`config.mk`:
```
export PLATFORM = sky130hd
export DESIGN_NAME = fbc_host
export DESIGN_NICKNAME = d
export VERILOG_FILES = /design/src/core/fbc_pkg.sv /design/src/core/fbc_host.sv
export VERILOG_INCLUDE_DIRS = /design/src /design/src/core
export SDC_FILE = /design/constraint.sdc
export NUM_CORES = 1
export LEC_CHECK = 0
export BUFFER_PORTS_ARGS = -buffer_cell sky130_fd_sc_hd__buf_2
export CAP_MARGIN = 10
export CELL_PAD_IN_SITES_DETAIL_PLACEMENT = 1
export CELL_PAD_IN_SITES_GLOBAL_PLACEMENT = 2
export CORE_UTILIZATION = 26
export DETAILED_ROUTE_END_ITERATION = 7
export GPL_ROUTABILITY_DRIVEN = 0
export PLACE_DENSITY = 0.76
export SETUP_SLACK_MARGIN = 0.1
export SYNTH_ARGS = -nofsm -noshare
export SYNTH_HDL_FRONTEND = slang
export SYNTH_SLANG_ARGS = --single-unit
```
`constraint.sdc`:
```
create_clock -name i_ref_clk -period 2.4 [get_ports i_ref_clk]
set_input_delay 0.6 -clock i_ref_clk [delete_from_list [all_inputs] [get_ports i_ref_clk]]
set_output_delay 0.6 -clock i_ref_clk [all_outputs]
set_load 0.01 [all_outputs]
```
`src/core/fbc_regs.svh`:
```
`ifndef FBC_REGS_SVH
`define FBC_REGS_SVH
// ----------------------------------------------------------------------
// Timing figures in ns and derived cycle counts at the reference clock
// ----------------------------------------------------------------------
`define FBC_CLK_NS        100
`define FBC_T_CE_NS       70
`define FBC_ADDRESS_ACCESS_TIME_NS      70
`define FBC_T_RP_NS       500
`define FBC_T_RH_NS       50
`define FBC_T_READY_NS    20000
`define FBC_T_WP_NS       35
// Read data passes two flops before the sequencer may take it.
`define FBC_SYNC_STAGES   2
`define FBC_CE_CYC   ((`FBC_T_CE_NS + `FBC_CLK_NS - 1) / `FBC_CLK_NS)
`define FBC_RP_CYC   ((`FBC_T_RP_NS + `FBC_CLK_NS - 1) / `FBC_CLK_NS)
`define FBC_RH_CYC   ((`FBC_T_RH_NS + `FBC_CLK_NS - 1) / `FBC_CLK_NS)
`define FBC_RDY_CYC  ((`FBC_T_READY_NS + `FBC_CLK_NS - 1) / `FBC_CLK_NS)
`define FBC_WP_CYC   ((`FBC_T_WP_NS + `FBC_CLK_NS - 1) / `FBC_CLK_NS)
// ----------------------------------------------------------------------
// Sector decode fields (word address bits)
// ----------------------------------------------------------------------
`define FBC_SEC_TOP_MSB   19
`define FBC_SEC_TOP_LSB   15
`define FBC_SEC_BOOT_IDX  5'h1f
`define FBC_SEC_A14       14
`define FBC_SEC_A13       13
`define FBC_SEC_A12       12
`define FBC_SEC_31        6'h1f
`define FBC_SEC_32        6'h20
`define FBC_SEC_33        6'h21
`define FBC_SEC_34        6'h22
`define FBC_TOP_DATA_OR_LOW_ADDRESS_PIN          15
`endif

```
`src/core/fbc_pkg.sv`:
```
package fbc_pkg;
	typedef enum logic [1:0] {
		FBC_OP_READ,
		FBC_OP_WRITE,
		FBC_OP_RESET
	} fbc_op_e;

	typedef struct packed {
		fbc_op_e     op;
		logic        byte_mode;
		logic [19:0] addr;
		logic        addr_lsb;
		logic [15:0] wdata;
	} fbc_req_s;

	typedef struct packed {
		logic        ce_n;
		logic        oe_n;
		logic        we_n;
		logic        reset_n;
		logic        byte_n;
		logic [19:0] addr;
	} fbc_pins_s;
endpackage

```
`src/core/fbc_host.sv`:
```
`timescale 1ns/1ps
`include "fbc_regs.svh"

module fbc_host
	import fbc_pkg::*;
#(
	parameter int RDY_CYC = `FBC_RDY_CYC
)(
	input  wire logic        i_ref_clk,
	input  wire logic        i_srst,
	input  wire logic        i_req_valid,
	output logic             o_req_ready,
	input  wire fbc_req_s    i_req,
	output logic             o_rsp_valid,
	output logic [15:0]      o_rsp_data,
	output logic [5:0]       o_sector_index,
	output logic             o_busy_seen,
	output fbc_pins_s        o_pins,
	input  wire logic [15:0] i_dq,
	output logic [15:0]      o_dq,
	output logic [15:0]      o_dq_oe,
	input  wire logic        i_ready_busy_n
);
	// ------------------------------------------------------------------
	// Types and helpers
	// ------------------------------------------------------------------
	typedef enum logic [2:0] {ST_IDLE, ST_RD, ST_WR, ST_RST, ST_RH, ST_RDYW} fbc_st_e;
	localparam logic [15:0] CE_N  = 16'(`FBC_CE_CYC);
	localparam logic [15:0] SYNC_N = 16'(`FBC_SYNC_STAGES);
	localparam logic [15:0] RP_N  = 16'(`FBC_RP_CYC);
	localparam logic [15:0] RH_N  = 16'(`FBC_RH_CYC);
	localparam logic [15:0] WP_N  = 16'(`FBC_WP_CYC);
	localparam logic [15:0] RDY_N = 16'(RDY_CYC);

	// Top-boot sector decode on the word address; the byte-mode lsb never matters.
	function automatic logic [5:0] sector_of(input logic [19:0] a);
		logic [4:0] top;
		top = a[`FBC_SEC_TOP_MSB:`FBC_SEC_TOP_LSB];
		if (top != `FBC_SEC_BOOT_IDX) sector_of = {1'b0, top};
		else if (!a[`FBC_SEC_A14]) sector_of = `FBC_SEC_31;
		else if (a[`FBC_SEC_A13]) sector_of = `FBC_SEC_34;
		else if (a[`FBC_SEC_A12]) sector_of = `FBC_SEC_33;
		else sector_of = `FBC_SEC_32;
	endfunction

	// ------------------------------------------------------------------
	// Input synchronisers
	// ------------------------------------------------------------------
	logic [15:0] dq_m, dq_s;
	logic        rb_m, rb_s;
	always_ff @(posedge i_ref_clk) begin
		dq_m <= i_dq;
		dq_s <= dq_m;
		rb_m <= i_ready_busy_n;
		rb_s <= rb_m;
	end

	// ------------------------------------------------------------------
	// Bus sequencer
	// ------------------------------------------------------------------
	fbc_st_e     st, next_st;
	logic [15:0] cnt, next_cnt;
	fbc_req_s    cur, next_cur;
	fbc_pins_s   pins, next_pins;
	logic [15:0] rdata, next_rdata;
	logic        rvalid, next_rvalid;
	logic        drive, next_drive;
	logic        busy_seen, next_busy_seen;
	logic [5:0]  sec, next_sec;

	// One request at a time; after a read or write, pins reach standby only if no request arrives in the first idle cycle.
	always_comb begin
		next_st        = st;
		next_cnt       = cnt;
		next_cur       = cur;
		next_pins      = pins;
		next_rdata     = rdata;
		next_rvalid    = 1'b0;
		next_drive     = drive;
		next_busy_seen = busy_seen;
		next_sec       = sec;
		case (st)
			ST_IDLE: begin
				// Idle: chip select and reset high put the device in standby.
				next_pins.ce_n    = 1'b1;
				next_pins.oe_n    = 1'b1;
				next_pins.we_n    = 1'b1;
				next_pins.reset_n = 1'b1;
				next_drive        = 1'b0;
				if (i_req_valid) begin
					next_cur          = i_req;
					next_sec          = sector_of(i_req.addr);
					next_pins.byte_n  = ~i_req.byte_mode;
					next_pins.addr    = i_req.addr;
					next_cnt          = 16'h0000;
					case (i_req.op)
						FBC_OP_READ: begin
							next_pins.ce_n = 1'b0;
							next_pins.oe_n = 1'b0;
							next_st        = ST_RD;
						end
						FBC_OP_WRITE: begin
							next_pins.ce_n = 1'b0;
							next_pins.we_n = 1'b0;
							next_drive     = 1'b1;
							next_st        = ST_WR;
						end
						default: begin
							next_pins.reset_n = 1'b0;
							next_st           = ST_RST;
						end
					endcase
				end
			end
			ST_RD: begin
				// Wait chip-select access plus the two synchroniser stages.
				next_cnt = cnt + 16'h0001;
				if (cnt >= CE_N + SYNC_N) begin
					next_rdata = cur.byte_mode ? {8'h00, dq_s[7:0]} : dq_s;
					next_rvalid = 1'b1;
					next_st = ST_IDLE;
				end
			end
			ST_WR: begin
				next_cnt = cnt + 16'h0001;
				if (cnt + 16'h0001 >= WP_N) begin
					next_pins.we_n = 1'b1;
					next_st = ST_IDLE;
				end
			end
			ST_RST: begin
				// Sample busy on every cycle of the pulse so software knows an operation was aborted.
				next_cnt = cnt + 16'h0001;
				if (!rb_s) next_busy_seen = 1'b1;
				if (cnt + 16'h0001 >= RP_N) begin
					next_pins.reset_n = 1'b1;
					next_cnt = 16'h0000;
					next_st = ST_RH;
				end
			end
			ST_RH: begin
				next_cnt = cnt + 16'h0001;
				if (cnt + 16'h0001 >= RH_N) begin
					next_cnt = 16'h0000;
					next_st = ST_RDYW;
				end
			end
			default: begin
				// Busy stays low until the internal reset ends; bounded by the ready time.
				next_cnt = cnt + 16'h0001;
				if (rb_s || cnt >= RDY_N) begin
					next_rvalid = 1'b1;
					next_st = ST_IDLE;
				end
			end
		endcase
		if (st == ST_IDLE && i_req_valid && i_req.op != FBC_OP_RESET) next_busy_seen = 1'b0;
	end

	always_ff @(posedge i_ref_clk) begin
		if (i_srst) begin
			st        <= ST_IDLE;
			cnt       <= 16'h0000;
			cur       <= '0;
			pins      <= '{ce_n: 1'b1, oe_n: 1'b1, we_n: 1'b1, reset_n: 1'b1,
			               byte_n: 1'b1, addr: 20'h00000};
			rdata     <= 16'h0000;
			rvalid    <= 1'b0;
			drive     <= 1'b0;
			busy_seen <= 1'b0;
			sec       <= 6'h00;
		end else begin
			st        <= next_st;
			cnt       <= next_cnt;
			cur       <= next_cur;
			pins      <= next_pins;
			rdata     <= next_rdata;
			rvalid    <= next_rvalid;
			drive     <= next_drive;
			busy_seen <= next_busy_seen;
			sec       <= next_sec;
		end
	end

	// ------------------------------------------------------------------
	// Outputs
	// ------------------------------------------------------------------
	assign o_req_ready    = (st == ST_IDLE);
	assign o_rsp_valid    = rvalid;
	assign o_rsp_data     = rdata;
	assign o_sector_index = sec;
	assign o_busy_seen    = busy_seen;
	assign o_pins         = pins;
	// Byte mode: the top pin carries the low address, bits 8..14 stay undriven.
	always_comb begin
		o_dq    = cur.wdata;
		o_dq_oe = drive ? (cur.byte_mode ? 16'h00ff : 16'hffff) : 16'h0000;
		if (cur.byte_mode && st != ST_IDLE) begin
			o_dq[`FBC_TOP_DATA_OR_LOW_ADDRESS_PIN]    = cur.addr_lsb;
			o_dq_oe[`FBC_TOP_DATA_OR_LOW_ADDRESS_PIN] = 1'b1;
		end
	end

	// ------------------------------------------------------------------
	// Assertions
	// ------------------------------------------------------------------
	property p_read_pins;
		@(posedge i_ref_clk) disable iff (i_srst)
		(st == ST_RD) |-> (!pins.ce_n && !pins.oe_n && pins.we_n);
	endproperty
	a_read_pins: assert property (p_read_pins) else $error("read pins wrong");

	property p_read_wait;
		@(posedge i_ref_clk) disable iff (i_srst)
		$rose(st == ST_RD) |-> !rvalid [*3];
	endproperty
	a_read_wait: assert property (p_read_wait) else $error("read too early");

	property p_rst_width;
		@(posedge i_ref_clk) disable iff (i_srst)
		$fell(pins.reset_n) |-> !pins.reset_n [*5];
	endproperty
	a_rst_width: assert property (p_rst_width) else $error("reset pulse short");

	property p_recovery;
		@(posedge i_ref_clk) disable iff (i_srst)
		$rose(pins.reset_n) |-> pins.oe_n [*2];
	endproperty
	a_recovery: assert property (p_recovery) else $error("read inside recovery");

	property p_no_contend;
		@(posedge i_ref_clk) disable iff (i_srst)
		!pins.oe_n |-> (o_dq_oe[7:0] == 8'h00);
	endproperty
	a_no_contend: assert property (p_no_contend) else $error("bus contention");

	property p_idle_standby;
		@(posedge i_ref_clk) disable iff (i_srst)
		(st == ST_IDLE && $past(st) == ST_IDLE) |-> (pins.ce_n && pins.reset_n);
	endproperty
	a_idle_standby: assert property (p_idle_standby) else $error("idle not standby");

	property p_sector;
		@(posedge i_ref_clk) disable iff (i_srst)
		(o_req_ready && i_req_valid) |=> (sec <= `FBC_SEC_34);
	endproperty
	a_sector: assert property (p_sector) else $error("sector out of range");

	property p_byte_float;
		@(posedge i_ref_clk) disable iff (i_srst)
		cur.byte_mode |-> (o_dq_oe[14:8] == 7'h00);
	endproperty
	a_byte_float: assert property (p_byte_float) else $error("byte mode drives high");

	c_read:  cover property (@(posedge i_ref_clk) st == ST_RD ##[1:8] rvalid);
	c_write: cover property (@(posedge i_ref_clk) st == ST_WR);
	c_reset: cover property (@(posedge i_ref_clk) st == ST_RST ##[1:400] st == ST_IDLE);
endmodule // fbc_host

```
==> results.txt, run 1 <==
Status: finished with violations
Failing checks: design-rule violations
Sink Count: 121
Max-slew violations: 0
Cell Pwr Density: 984.4 mW/mm2
Final WS setup: 0.1110 ns
Routed Antenna Nets: 0
Most used DFF post-synth: dfxtp_1
Peak fanout along the critical path: 2
Cells after synthesis: 579
Max rail drop VDD: 508.7 uV
WHS Endpoint: rb_m$_DFF_P_
Synthesis-to-finish area growth: 35.25%
Vias in the first global route: 4359
Largest net degree at the start of global routing: 48
Root buffer cell: clkbuf_16
I/O Buffers: 141
Setup crit end kind: output pin
Max Freq: 0.4369 GHz
Die X: 138.5 um
Final period demand of the worst path: 2.289 ns
R2r endpoint: cnt[0]$_SDFFE_PP0N_
Htree depth: 4
Pre-Repair DR Iteration Count: 6
Clk slew on worst S/H paths: 0.06 ns
R2R cell count: 10
Nets: 770
Die area: 0.01917 mm2
Kind of critical path: flop to output pin
Leak Pwr: 0.002836 uW
Crit-path leading delay family: simple AND/OR/NAND/NOR gates
GRT Total Usage: 14.60%
Initial core utilization: 26.77%
YS warnings: 0
Power consumption: 6445 uW
Setup TNS Final: 0 ns
Worst Hold Launch: i_ready_busy_n
Setup Viol. Count Final: 0
Max stage delay on crit path: 0.41 ns
Fin util: 36.20%
CP max stage cell: or3_4
# hold bufs at CTS: 0
Vias: 4407
RSZ-0062 raised after global routing: yes
First-pass GRT wire length: 22340 um
Hold depth: 1
Final Skew: 0.01187 ns
CP arrival: 1.69 ns
Register-to-register setup slack: 0.20 ns
Count of buffer and inverter cells on the critical path: 1
DRC errors left: 16
# rows: 49
CTS tree: done
Final period util: 95.37%
Ys async rst share: 0%
Slew HR: 63.77%
Total grt overflow: 0
Antenna violations before repair: 0
Mapped Area: 0.004841 mm2
R2r startpoint: cnt[0]$_SDFFE_PP0N_
Worst setup SP type: flop
IO Pins: 142
#FFs+latches synth: 121
Drt wl/cell: 14.78 um
Fin. Hold Viols: 0
Clock Latency Late Sink: 0.41 ns
Initial DRC Count: 197
Fillers: 2146
Core footprint: 0.01809 mm2
Max Cap Violations: 0
Post-synth EDFFs: 0
Worst-Margin Slew: 0.5435 ns
Die H: 138.5 um
Detailed Place HPWL: 9766 um
Num CTS Buffers: 17
Detailed Route WL: 14030 um
Synthesized Nets: 642
Crit-path cells: or3_4 > nand2_2 > mux2_4 > buf_4
Syn avg cell area: 8.361 um2
DR vias/cell: 4.644
Most common cell after layout, fill and taps aside: nand2_1
Unique cell type count in the Yosys netlist: 56
Post-place setup slack: 0.08828 ns
Worst hold path class: input pin to flop
CTS Buffer Depth: 2
Diodes inserted: 0
CP required: 1.80 ns
Sequential fraction of the synthesis area: 50.04%
Layout cells sized above 1: 34.72%
Most frequent cells in the layout: 142 x nand2_1, 140 x buf_2, 110 x dfxtp_1, 70 x a21oi_1, 31 x nor2_1
## report_power, final
group	internal, uW	switching [uW]
logic	661	857
registers	2190	103
clock network	1720	910
total	4580	1870
## synth_stat cells, types with 2 or more instances
master / instances / area (um2)
nor2_1: 32 / 120.1
or3_1: 4 / 25.02
o21bai_1: 3 / 22.52
o21a_1: 2 / 15.01
buf_6: 2 / 22.52
a21oi_1: 70 / 350.3
nand3b_1: 12 / 90.09
and3_1: 3 / 18.77
ha_1: 3 / 37.54
nor2b_1: 7 / 43.79
o21ai_1: 4 / 20.02
clkbuf_1: 27 / 101.4
and2_1: 5 / 31.28
inv_1: 7 / 26.28
buf_4: 33 / 247.7
buf_2: 6 / 30.03
or2_2: 3 / 18.77
nand2b_1: 2 / 12.51
nand2_1: 144 / 540.5
o211ai_1: 3 / 22.52
dfxtp_1: 121 / 2422
o22ai_1: 2 / 12.51
nor3_1: 8 / 40.04
nand2_2: 2 / 12.51
o21ai_0: 7 / 35.03
nor3b_1: 2 / 15.01
a211o_1: 2 / 17.52
nand3_1: 18 / 90.09
a31oi_1: 11 / 68.82
nand4_1: 4 / 25.02
a22oi_1: 3 / 22.52
xnor2_1: 3 / 26.28
## worst register-to-register path: stages, from the launching register on
cell and delay [ns]:
dfxtp_2 0.34, ha_2 0.23, nand3_2 0.15, or3_1 0.35
o22ai_2 0.15, nand2_2 0.09, o31ai_4 0.28, buf_6 0.15
clkbuf_16 0.16, nand2_1 0.06, a21oi_1 0.15
## registers in the layout, indices dropped and copies added (netlist names)
| register | count |
|---|---|
| o_pins | 25 |
| o_busy_seen | 1 |
| st | 3 |
| o_rsp_valid | 1 |
| dq_m | 16 |
| o_dq | 15 |
| drive | 1 |
| o_rsp_data | 16 |
| rb_m | 1 |
| dq_s | 16 |
| o_sector_index | 6 |
| rb_s | 1 |
| cur | 3 |
| cnt | 16 |
## cell type report
| type | instances | area, um2 | area share (%) |
|---|---|---|---|
| clock buffer | 23 | 478.0 | 7.300 |
| clock inverter | 9 | 138.9 | 2.121 |
| inverter | 8 | 30.03 | 0.4586 |
| multi-input combinational | 382 | 2091 | 31.93 |
| sequential | 121 | 2449 | 37.40 |
| tap | 229 | 286.5 | 4.376 |
| timing repair buffer | 177 | 1075 | 16.42 |
## cells by family (layout without fill, tap and decap cells)
kind of cell / count (synthesis) / in the layout / synth area share, %
AO/OA/AOI/OAI: 118 / 118 / 14.60
XOR/XNOR: 4 / 4 / 0.7238
flip-flops: 121 / 121 / 50.04
AND/OR/NAND/NOR: 254 / 255 / 24.40
buffers and inverters: 77 / 217 / 9.020
multiplexers: 2 / 2 / 0.4394
adder cells (fa/ha/maj): 3 / 3 / 0.7755
## worst max-delay path by stage
stage | from | cells past startpoint | slack (ns) | end
floorplan | cnt[0]$_SDFFE_PP0N_ | 10 | 0.12 | cnt[15]$_SDFFE_PP0N_
global placement | cnt[3]$_SDFFE_PP0N_ | 7 | 0.15 | o_pins[21]$_SDFFE_PP1P_
detailed placement | cnt[3]$_SDFFE_PP0N_ | 7 | 0.09 | o_pins[21]$_SDFFE_PP1P_
CTS | st[2]$_SDFFE_PP0P_ | 4 | 0.06 | o_dq[15]
global route | cnt[0]$_SDFFE_PP0N_ | 11 | 0.06 | cnt[12]$_SDFFE_PP0N_
finish | st[1]$_SDFFE_PP0P_ | 4 | 0.11 | o_dq[15]
## stage by stage
stage / hold slack, ns / instances / cell area (um2)
floorplan: 0.3096 / 579 / 4841
global placement: 0.3099 / 909 / 5694
detailed placement: 0.3135 / 909 / 5694
CTS: 0.2631 / 942 / 6336
global route: 0.2683 / 949 / 6548
finish: 0.2863 / 949 / 6548
## per-layer routing
metal / track usage (%) / routed length, um / vias up
li1: - / - / 2176
met1: 16.98 / 6211 / 2104
met2: 25.19 / 6825 / 106
met3: 4.399 / 753 / 21
met4: 5.441 / 238 / 0
met5: 0 / 0 / -
## what timing repair did
action,4_1_cts,5_1_grt
pin swaps,1,10
gates cloned,0,3
buffers inserted,1,4
gates resized for setup,6,38
endpoints found under the setup margin,11,41
No activity file was read; power rests on OpenSTA's default activity.
==> run 2, diff against run 1 <==
--- a/config.mk
+++ b/config.mk
@@ -8,12 +8,13 @@
 export LEC_CHECK = 0
 export BUFFER_PORTS_ARGS = -buffer_cell sky130_fd_sc_hd__buf_2
 export CAP_MARGIN = 10
-export CELL_PAD_IN_SITES_DETAIL_PLACEMENT = 1
-export CELL_PAD_IN_SITES_GLOBAL_PLACEMENT = 2
-export CORE_UTILIZATION = 26
+export CELL_PAD_IN_SITES_DETAIL_PLACEMENT = 0
+export CELL_PAD_IN_SITES_GLOBAL_PLACEMENT = 1
+export CORE_ASPECT_RATIO = 0.9
+export CORE_UTILIZATION = 34
 export DETAILED_ROUTE_END_ITERATION = 7
 export GPL_ROUTABILITY_DRIVEN = 0
-export PLACE_DENSITY = 0.76
+export PLACE_DENSITY = 0.78
 export SETUP_SLACK_MARGIN = 0.1
 export SYNTH_ARGS = -nofsm -noshare
 export SYNTH_HDL_FRONTEND = slang
==> run 2 against run 1 <==
Net effect: the run now ends clean; final cell count decreased by 5.1%; sequential share of layout area up 1.2 points; register-to-register slack improved by 0.02 ns; non-clock buffer count is 7 lower; critical endpoint unchanged; utilization increased by 10 points; sequential power about the same; flip-flop and latch count stayed put; final area fell by 3.5%; via count decreased by 2.8%; clock skew is 0.0036 ns lower; routed wire length decreased by 17%; die area shrank 23%.
==> results.txt, run 2 (synthesis results as in run 1) <==
Status: completed
Sink Count: 121
GRT Total Usage: 15.86%
CP required: 1.80 ns
Initial DRC Count: 268
Internal: 4383 uW
Detailed Route WL: 11600 um
Max reg flops: 25
Clk slew on worst S/H paths: 0.06 ns
Htree depth: 4
# rows: 40
I/O Buffers: 141
Worst hold path class: input pin to flop
Setup crit end kind: output pin
Setup crit end: o_dq[15]
Antenna violations before repair: 0
Largest net degree at the start of global routing: 35
CTS tree: done
Final period util: 93.25%
Comb pwr share: 21.1%
Setup TNS Final: 0 ns
Leak Pwr: 0.002748 uW
Fin. Hold Viols: 0
Detailed Place HPWL: 8036 um
Die area: 0.01472 mm2
Root buffer cell: clkbuf_16
CP arrival: 1.64 ns
Clk pwr share: 42.3%
Switching part of the total power: 29.65%
Pre-Repair DR Iteration Count: 4
# hold bufs at CTS: 0
Max-slew violations: 0
Max rail drop VDD: 601.2 uV
Placed inst area: 0.005582 mm2
First-pass GRT wire length: 18500 um
Final period demand of the worst path: 2.238 ns
Post-place setup slack: 0.09594 ns
Sequential Power Share: 36.6%
Kind of critical path: flop to output pin
Most common cell after layout, fill and taps aside: nand2_1
Most frequent cells in the layout: 143 x nand2_1, 141 x buf_2, 113 x dfxtp_1, 70 x a21oi_1, 31 x nor2_1
Peak fanout along the critical path: 2
Fin util: 46.43%
Worst setup SP type: flop
IO Pins: 142
Die H: 115.2 um
Max Cap Violations: 0
Initial core utilization: 35.56%
DR vias/cell: 4.755
Drt wl/cell: 12.87 um
Register-to-register setup slack: 0.22 ns
Total grt overflow: 0
CP Launch Point: st[2]$_SDFFE_PP0P_
Final Skew: 0.008224 ns
Final WS setup: 0.1620 ns
R2r endpoint: st[0]$_SDFFE_PP0P_
CTS Buffer Depth: 2
Die X: 127.8 um
Slew HR: 68.04%
Cell Pwr Density: 985.6 mW/mm2
Vias in the first global route: 3850
Vias: 4284
Post-route cell area: 0.006321 mm2
R2r startpoint: cnt[3]$_SDFFE_PP0N_
Setup Viol. Count Final: 0
DRC errors left: 0
Routed Antenna Nets: 0
Layout cells sized above 1: 33.15%
Core footprint: 0.01361 mm2
Fin Hold WS: 0.2947 ns
Max Freq: 0.4468 GHz
Num CTS Buffers: 17
Psw: 1847 uW
Clock Latency Late Sink: 0.40 ns
Nets: 762
Synthesis-to-finish area growth: 30.58%
RSZ-0062 raised after global routing: yes
Worst-Margin Slew: 0.4787 ns
R2R cell count: 7
Diodes inserted: 0
==> run 2: changes by cell type in the layout (fill, tap and decap cells not counted), sizes merged <==
cell      delta
clkinv       +2
buf          -5
clkbuf       -8
nand4        -1
inv          +6
clkinvlp     -2
==> run 2: cell type report <==
type,instances,area (um2)
Fill cell,1357,7292
Multi-Input combinational cell,381,2047
Clock buffer,17,425.4
Timing Repair Buffer,170,955.9
Inverter,8,30.03
Clock inverter,15,188.9
Tap cell,189,236.5
Sequential cell,121,2437
==> run 2: layer usage <==
layer	part of all wire [%]	routed length, um	global-route usage, %
met1	47	5471	20.37
met2	46	5333	25.11
met3	6.3	733	5.631
met4	0.49	57	4.627
met5	0	0	0
==> run 2: how the worst min path moves through the flow <==
stage | end | slack [ns] | cells past startpoint | startpoint
final | dq_m[0]$_DFF_P_ | 0.29 | 1 | i_dq[0]
after global routing | dq_m[4]$_DFF_P_ | 0.27 | 1 | i_dq[4]
after CTS | dq_m[11]$_DFF_P_ | 0.27 | 1 | i_dq[11]
after detailed placement | dq_s[3]$_DFF_P_ | 0.31 | 0 | dq_m[3]$_DFF_P_
after global placement | dq_s[9]$_DFF_P_ | 0.31 | 0 | dq_m[9]$_DFF_P_
after floorplan | dq_s[0]$_DFF_P_ | 0.31 | 0 | dq_m[0]$_DFF_P_
==> run 2: worst max-delay path, cell delays in order (launching register included) <==
cell and delay [ns]:
dfxtp_1 0.31, or3_4 0.40, nand2_2 0.10, mux2_4 0.30, buf_2 0.14
==> run 2: what timing repair did <==
item,in CTS,in global routing
cloned,0,1
pin swaps,1,5
resized for setup,3,28
setup buffers,1,3
setup endpoints to repair,2,30
==> run 2: per-stage QoR <==
stage,power (uW),std cells
6_report,6230,901
2_1_floorplan,3157,579
4_1_cts,6235,897
5_1_grt,6564,901
3_5_place_dp,3546,864
3_3_place_gp,3528,864
==> run 2: power by group through the flow <==
stage | Sequential, uW | Combinational [uW] | Clock (uW)
6_report | 2280 | 1310 | 2640
5_1_grt | 2300 | 1460 | 2810
4_1_cts | 2280 | 1250 | 2700
3_5_place_dp | 2320 | 1220 | 0
3_3_place_gp | 2320 | 1210 | 0
2_1_floorplan | 2360 | 798 | 0
==> run 3, diff against run 2 <==
--- a/config.mk
+++ b/config.mk
@@ -11,11 +11,13 @@
 export CELL_PAD_IN_SITES_DETAIL_PLACEMENT = 0
 export CELL_PAD_IN_SITES_GLOBAL_PLACEMENT = 1
 export CORE_ASPECT_RATIO = 0.9
-export CORE_UTILIZATION = 34
+export CORE_UTILIZATION = 30
 export DETAILED_ROUTE_END_ITERATION = 7
 export GPL_ROUTABILITY_DRIVEN = 0
-export PLACE_DENSITY = 0.78
+export PLACE_DENSITY = 0.7
+export RECOVER_POWER = 50
 export SETUP_SLACK_MARGIN = 0.1
+export SLEW_MARGIN = 20
 export SYNTH_ARGS = -nofsm -noshare
 export SYNTH_HDL_FRONTEND = slang
 export SYNTH_SLANG_ARGS = --single-unit
==> run 3 against run 2 <==
Net effect: clock skew rose by 0.0045 ns; worst setup slack got worse by 0.026 ns; clock power rose by 3%; via count rose by 0.19%; combinational power rose by 6%; flip-flop and latch count did not move; sequential power barely moved; non-clock buffer count rose by 9; die area rose by 13%; total power rose by 2.8%; critical endpoint is now o_req_ready; global-route usage fell by 1.5 points; final area rose by 1.3%.
==> results.txt, run 3 (synthesis results as in run 1) <==
Status: completed
Die H: 122.5 um
Initial DRC Count: 240
Internal: 4557 uW
Max Freq: 0.4417 GHz
Fin Hold WS: 0.2850 ns
Cell Pwr Density: 1000 mW/mm2
Die area: 0.01665 mm2
Most frequent cells in the layout: 143 x nand2_1, 108 x dfxtp_1, 77 x buf_2, 70 x a21oi_1, 67 x clkbuf_1
Psw: 1846 uW
Crit-path leading delay family: buffers and inverters
Die X: 135.9 um
GRT Total Usage: 14.35%
Worst-Margin Slew: 0.5940 ns
R2R cell count: 8
# rows: 43
Total grt overflow: 0
CP required: 1.80 ns
Clk slew on worst S/H paths: 0.06 ns
Sequential Power Share: 35.9%
Vias in the first global route: 3922
Setup Viol. Count Final: 0
Largest net degree at the start of global routing: 28
Core footprint: 0.01560 mm2
Nets: 771
Vias: 4292
Fin. Hold Viols: 0
Antenna violations before repair: 0
Max Cap Violations: 0
DR vias/cell: 4.650
Setup TNS Final: 0 ns
Pre-Repair DR Iteration Count: 4
Synthesis-to-finish area growth: 32.26%
Initial core utilization: 31.03%
Register-to-register setup slack: 0.19 ns
Comb pwr share: 21.7%
Root buffer cell: clkbuf_16
CTS Buffer Depth: 2
Most common cell after layout, fill and taps aside: nand2_1
Routed Antenna Nets: 0
Fin util: 41.03%
Post-place setup slack: 0.1394 ns
Worst hold path class: input pin to flop
First-pass GRT wire length: 18720 um
Power consumption: 6402 uW
Switching part of the total power: 28.83%
Critical path depth: 4
Clk pwr share: 42.4%
Detailed Place HPWL: 8390 um
Final Skew: 0.01268 ns
Max reg flops: 25
Leak Pwr: 0.002583 uW
Layout cells sized above 1: 25.66%
I/O Buffers: 141
Max rail drop VDD: 581.0 uV
Hold depth: 1
Drt wl/cell: 13.23 um
Setup crit end kind: output pin
Crit-path cells: or3_4 > clkbuf_1 > inv_1 > buf_2
Final WS setup: 0.1361 ns
Final period util: 94.33%
CTS tree: done
IO Pins: 142
Detailed Route WL: 12210 um
# hold bufs at CTS: 0
Count of buffer and inverter cells on the critical path: 3
Htree depth: 4
Slew HR: 60.40%
Final period demand of the worst path: 2.264 ns
DRC errors left: 0
Worst setup SP type: flop
CP max stage cell: or3_4
RSZ-0062 raised after global routing: yes
Clock Latency Late Sink: 0.41 ns
Num CTS Buffers: 17
Max-slew violations: 0
Diodes inserted: 0
CP arrival: 1.66 ns
Peak fanout along the critical path: 7
Kind of critical path: flop to output pin
Max stage delay on crit path: 0.42 ns
Sink Count: 121
[run 3: cell types whose count changed in the layout (fill, tap and decap cells not counted), sizes merged]
| cell | change |
|---|---|
| clkinv | -1 |
| inv | -4 |
| buf | -57 |
| clkinvlp | +1 |
| bufinv | +1 |
| clkbuf | +69 |
[run 3: timing repair]
item | CTS | global route
cloned | 0 | 1
setup buffers | 1 | 10
pin swaps | 1 | 10
endpoints found under the setup margin | 1 | 45
gates resized for setup | 3 | 37
[run 3: cell type report]
type	instances	area, um2
timing repair buffer	179	973.4
inverter	8	30.03
tap	202	252.7
clock buffer	20	446.7
multi-input combinational	381	2063
clock inverter	12	190.2
fill	1595	9200
sequential	121	2446
[run 3: worst paths after layout]
check,startpoint,to
max,st[1]$_SDFFE_PP0P_,o_req_ready
min,i_dq[8],dq_m[8]$_DFF_P_
max reg2reg,cnt[5]$_SDFFE_PP0N_,o_pins[21]$_SDFFE_PP1P_
min reg2reg,dq_m[15]$_DFF_P_,dq_s[15]$_DFF_P_
[run 3: per-layer routing]
layer	vias to the layer above	track usage, %	wire (um)
li1	2184	-	-
met1	1967	18.42	5761
met2	133	22.67	5626
met3	8	4.915	777
met4	0	4.306	44
met5	-	0	0
[run 3: power by group through the flow]
stage	sequential [uW]	combinational (uW)	clock, uW
global placement	2320	1240	0
finish	2300	1390	2720
global route	2320	1540	2890
CTS	2280	1290	2780
floorplan	2360	798	0
detailed placement	2330	1260	0
[run 3: stage by stage]
stage                     std cells  instance area (um2)
after detailed placement        879                 5613
after global routing            923                 6402
after CTS                       912                 6269
final                           923                 6402
after floorplan                 579                 4841
after global placement          879                 5613
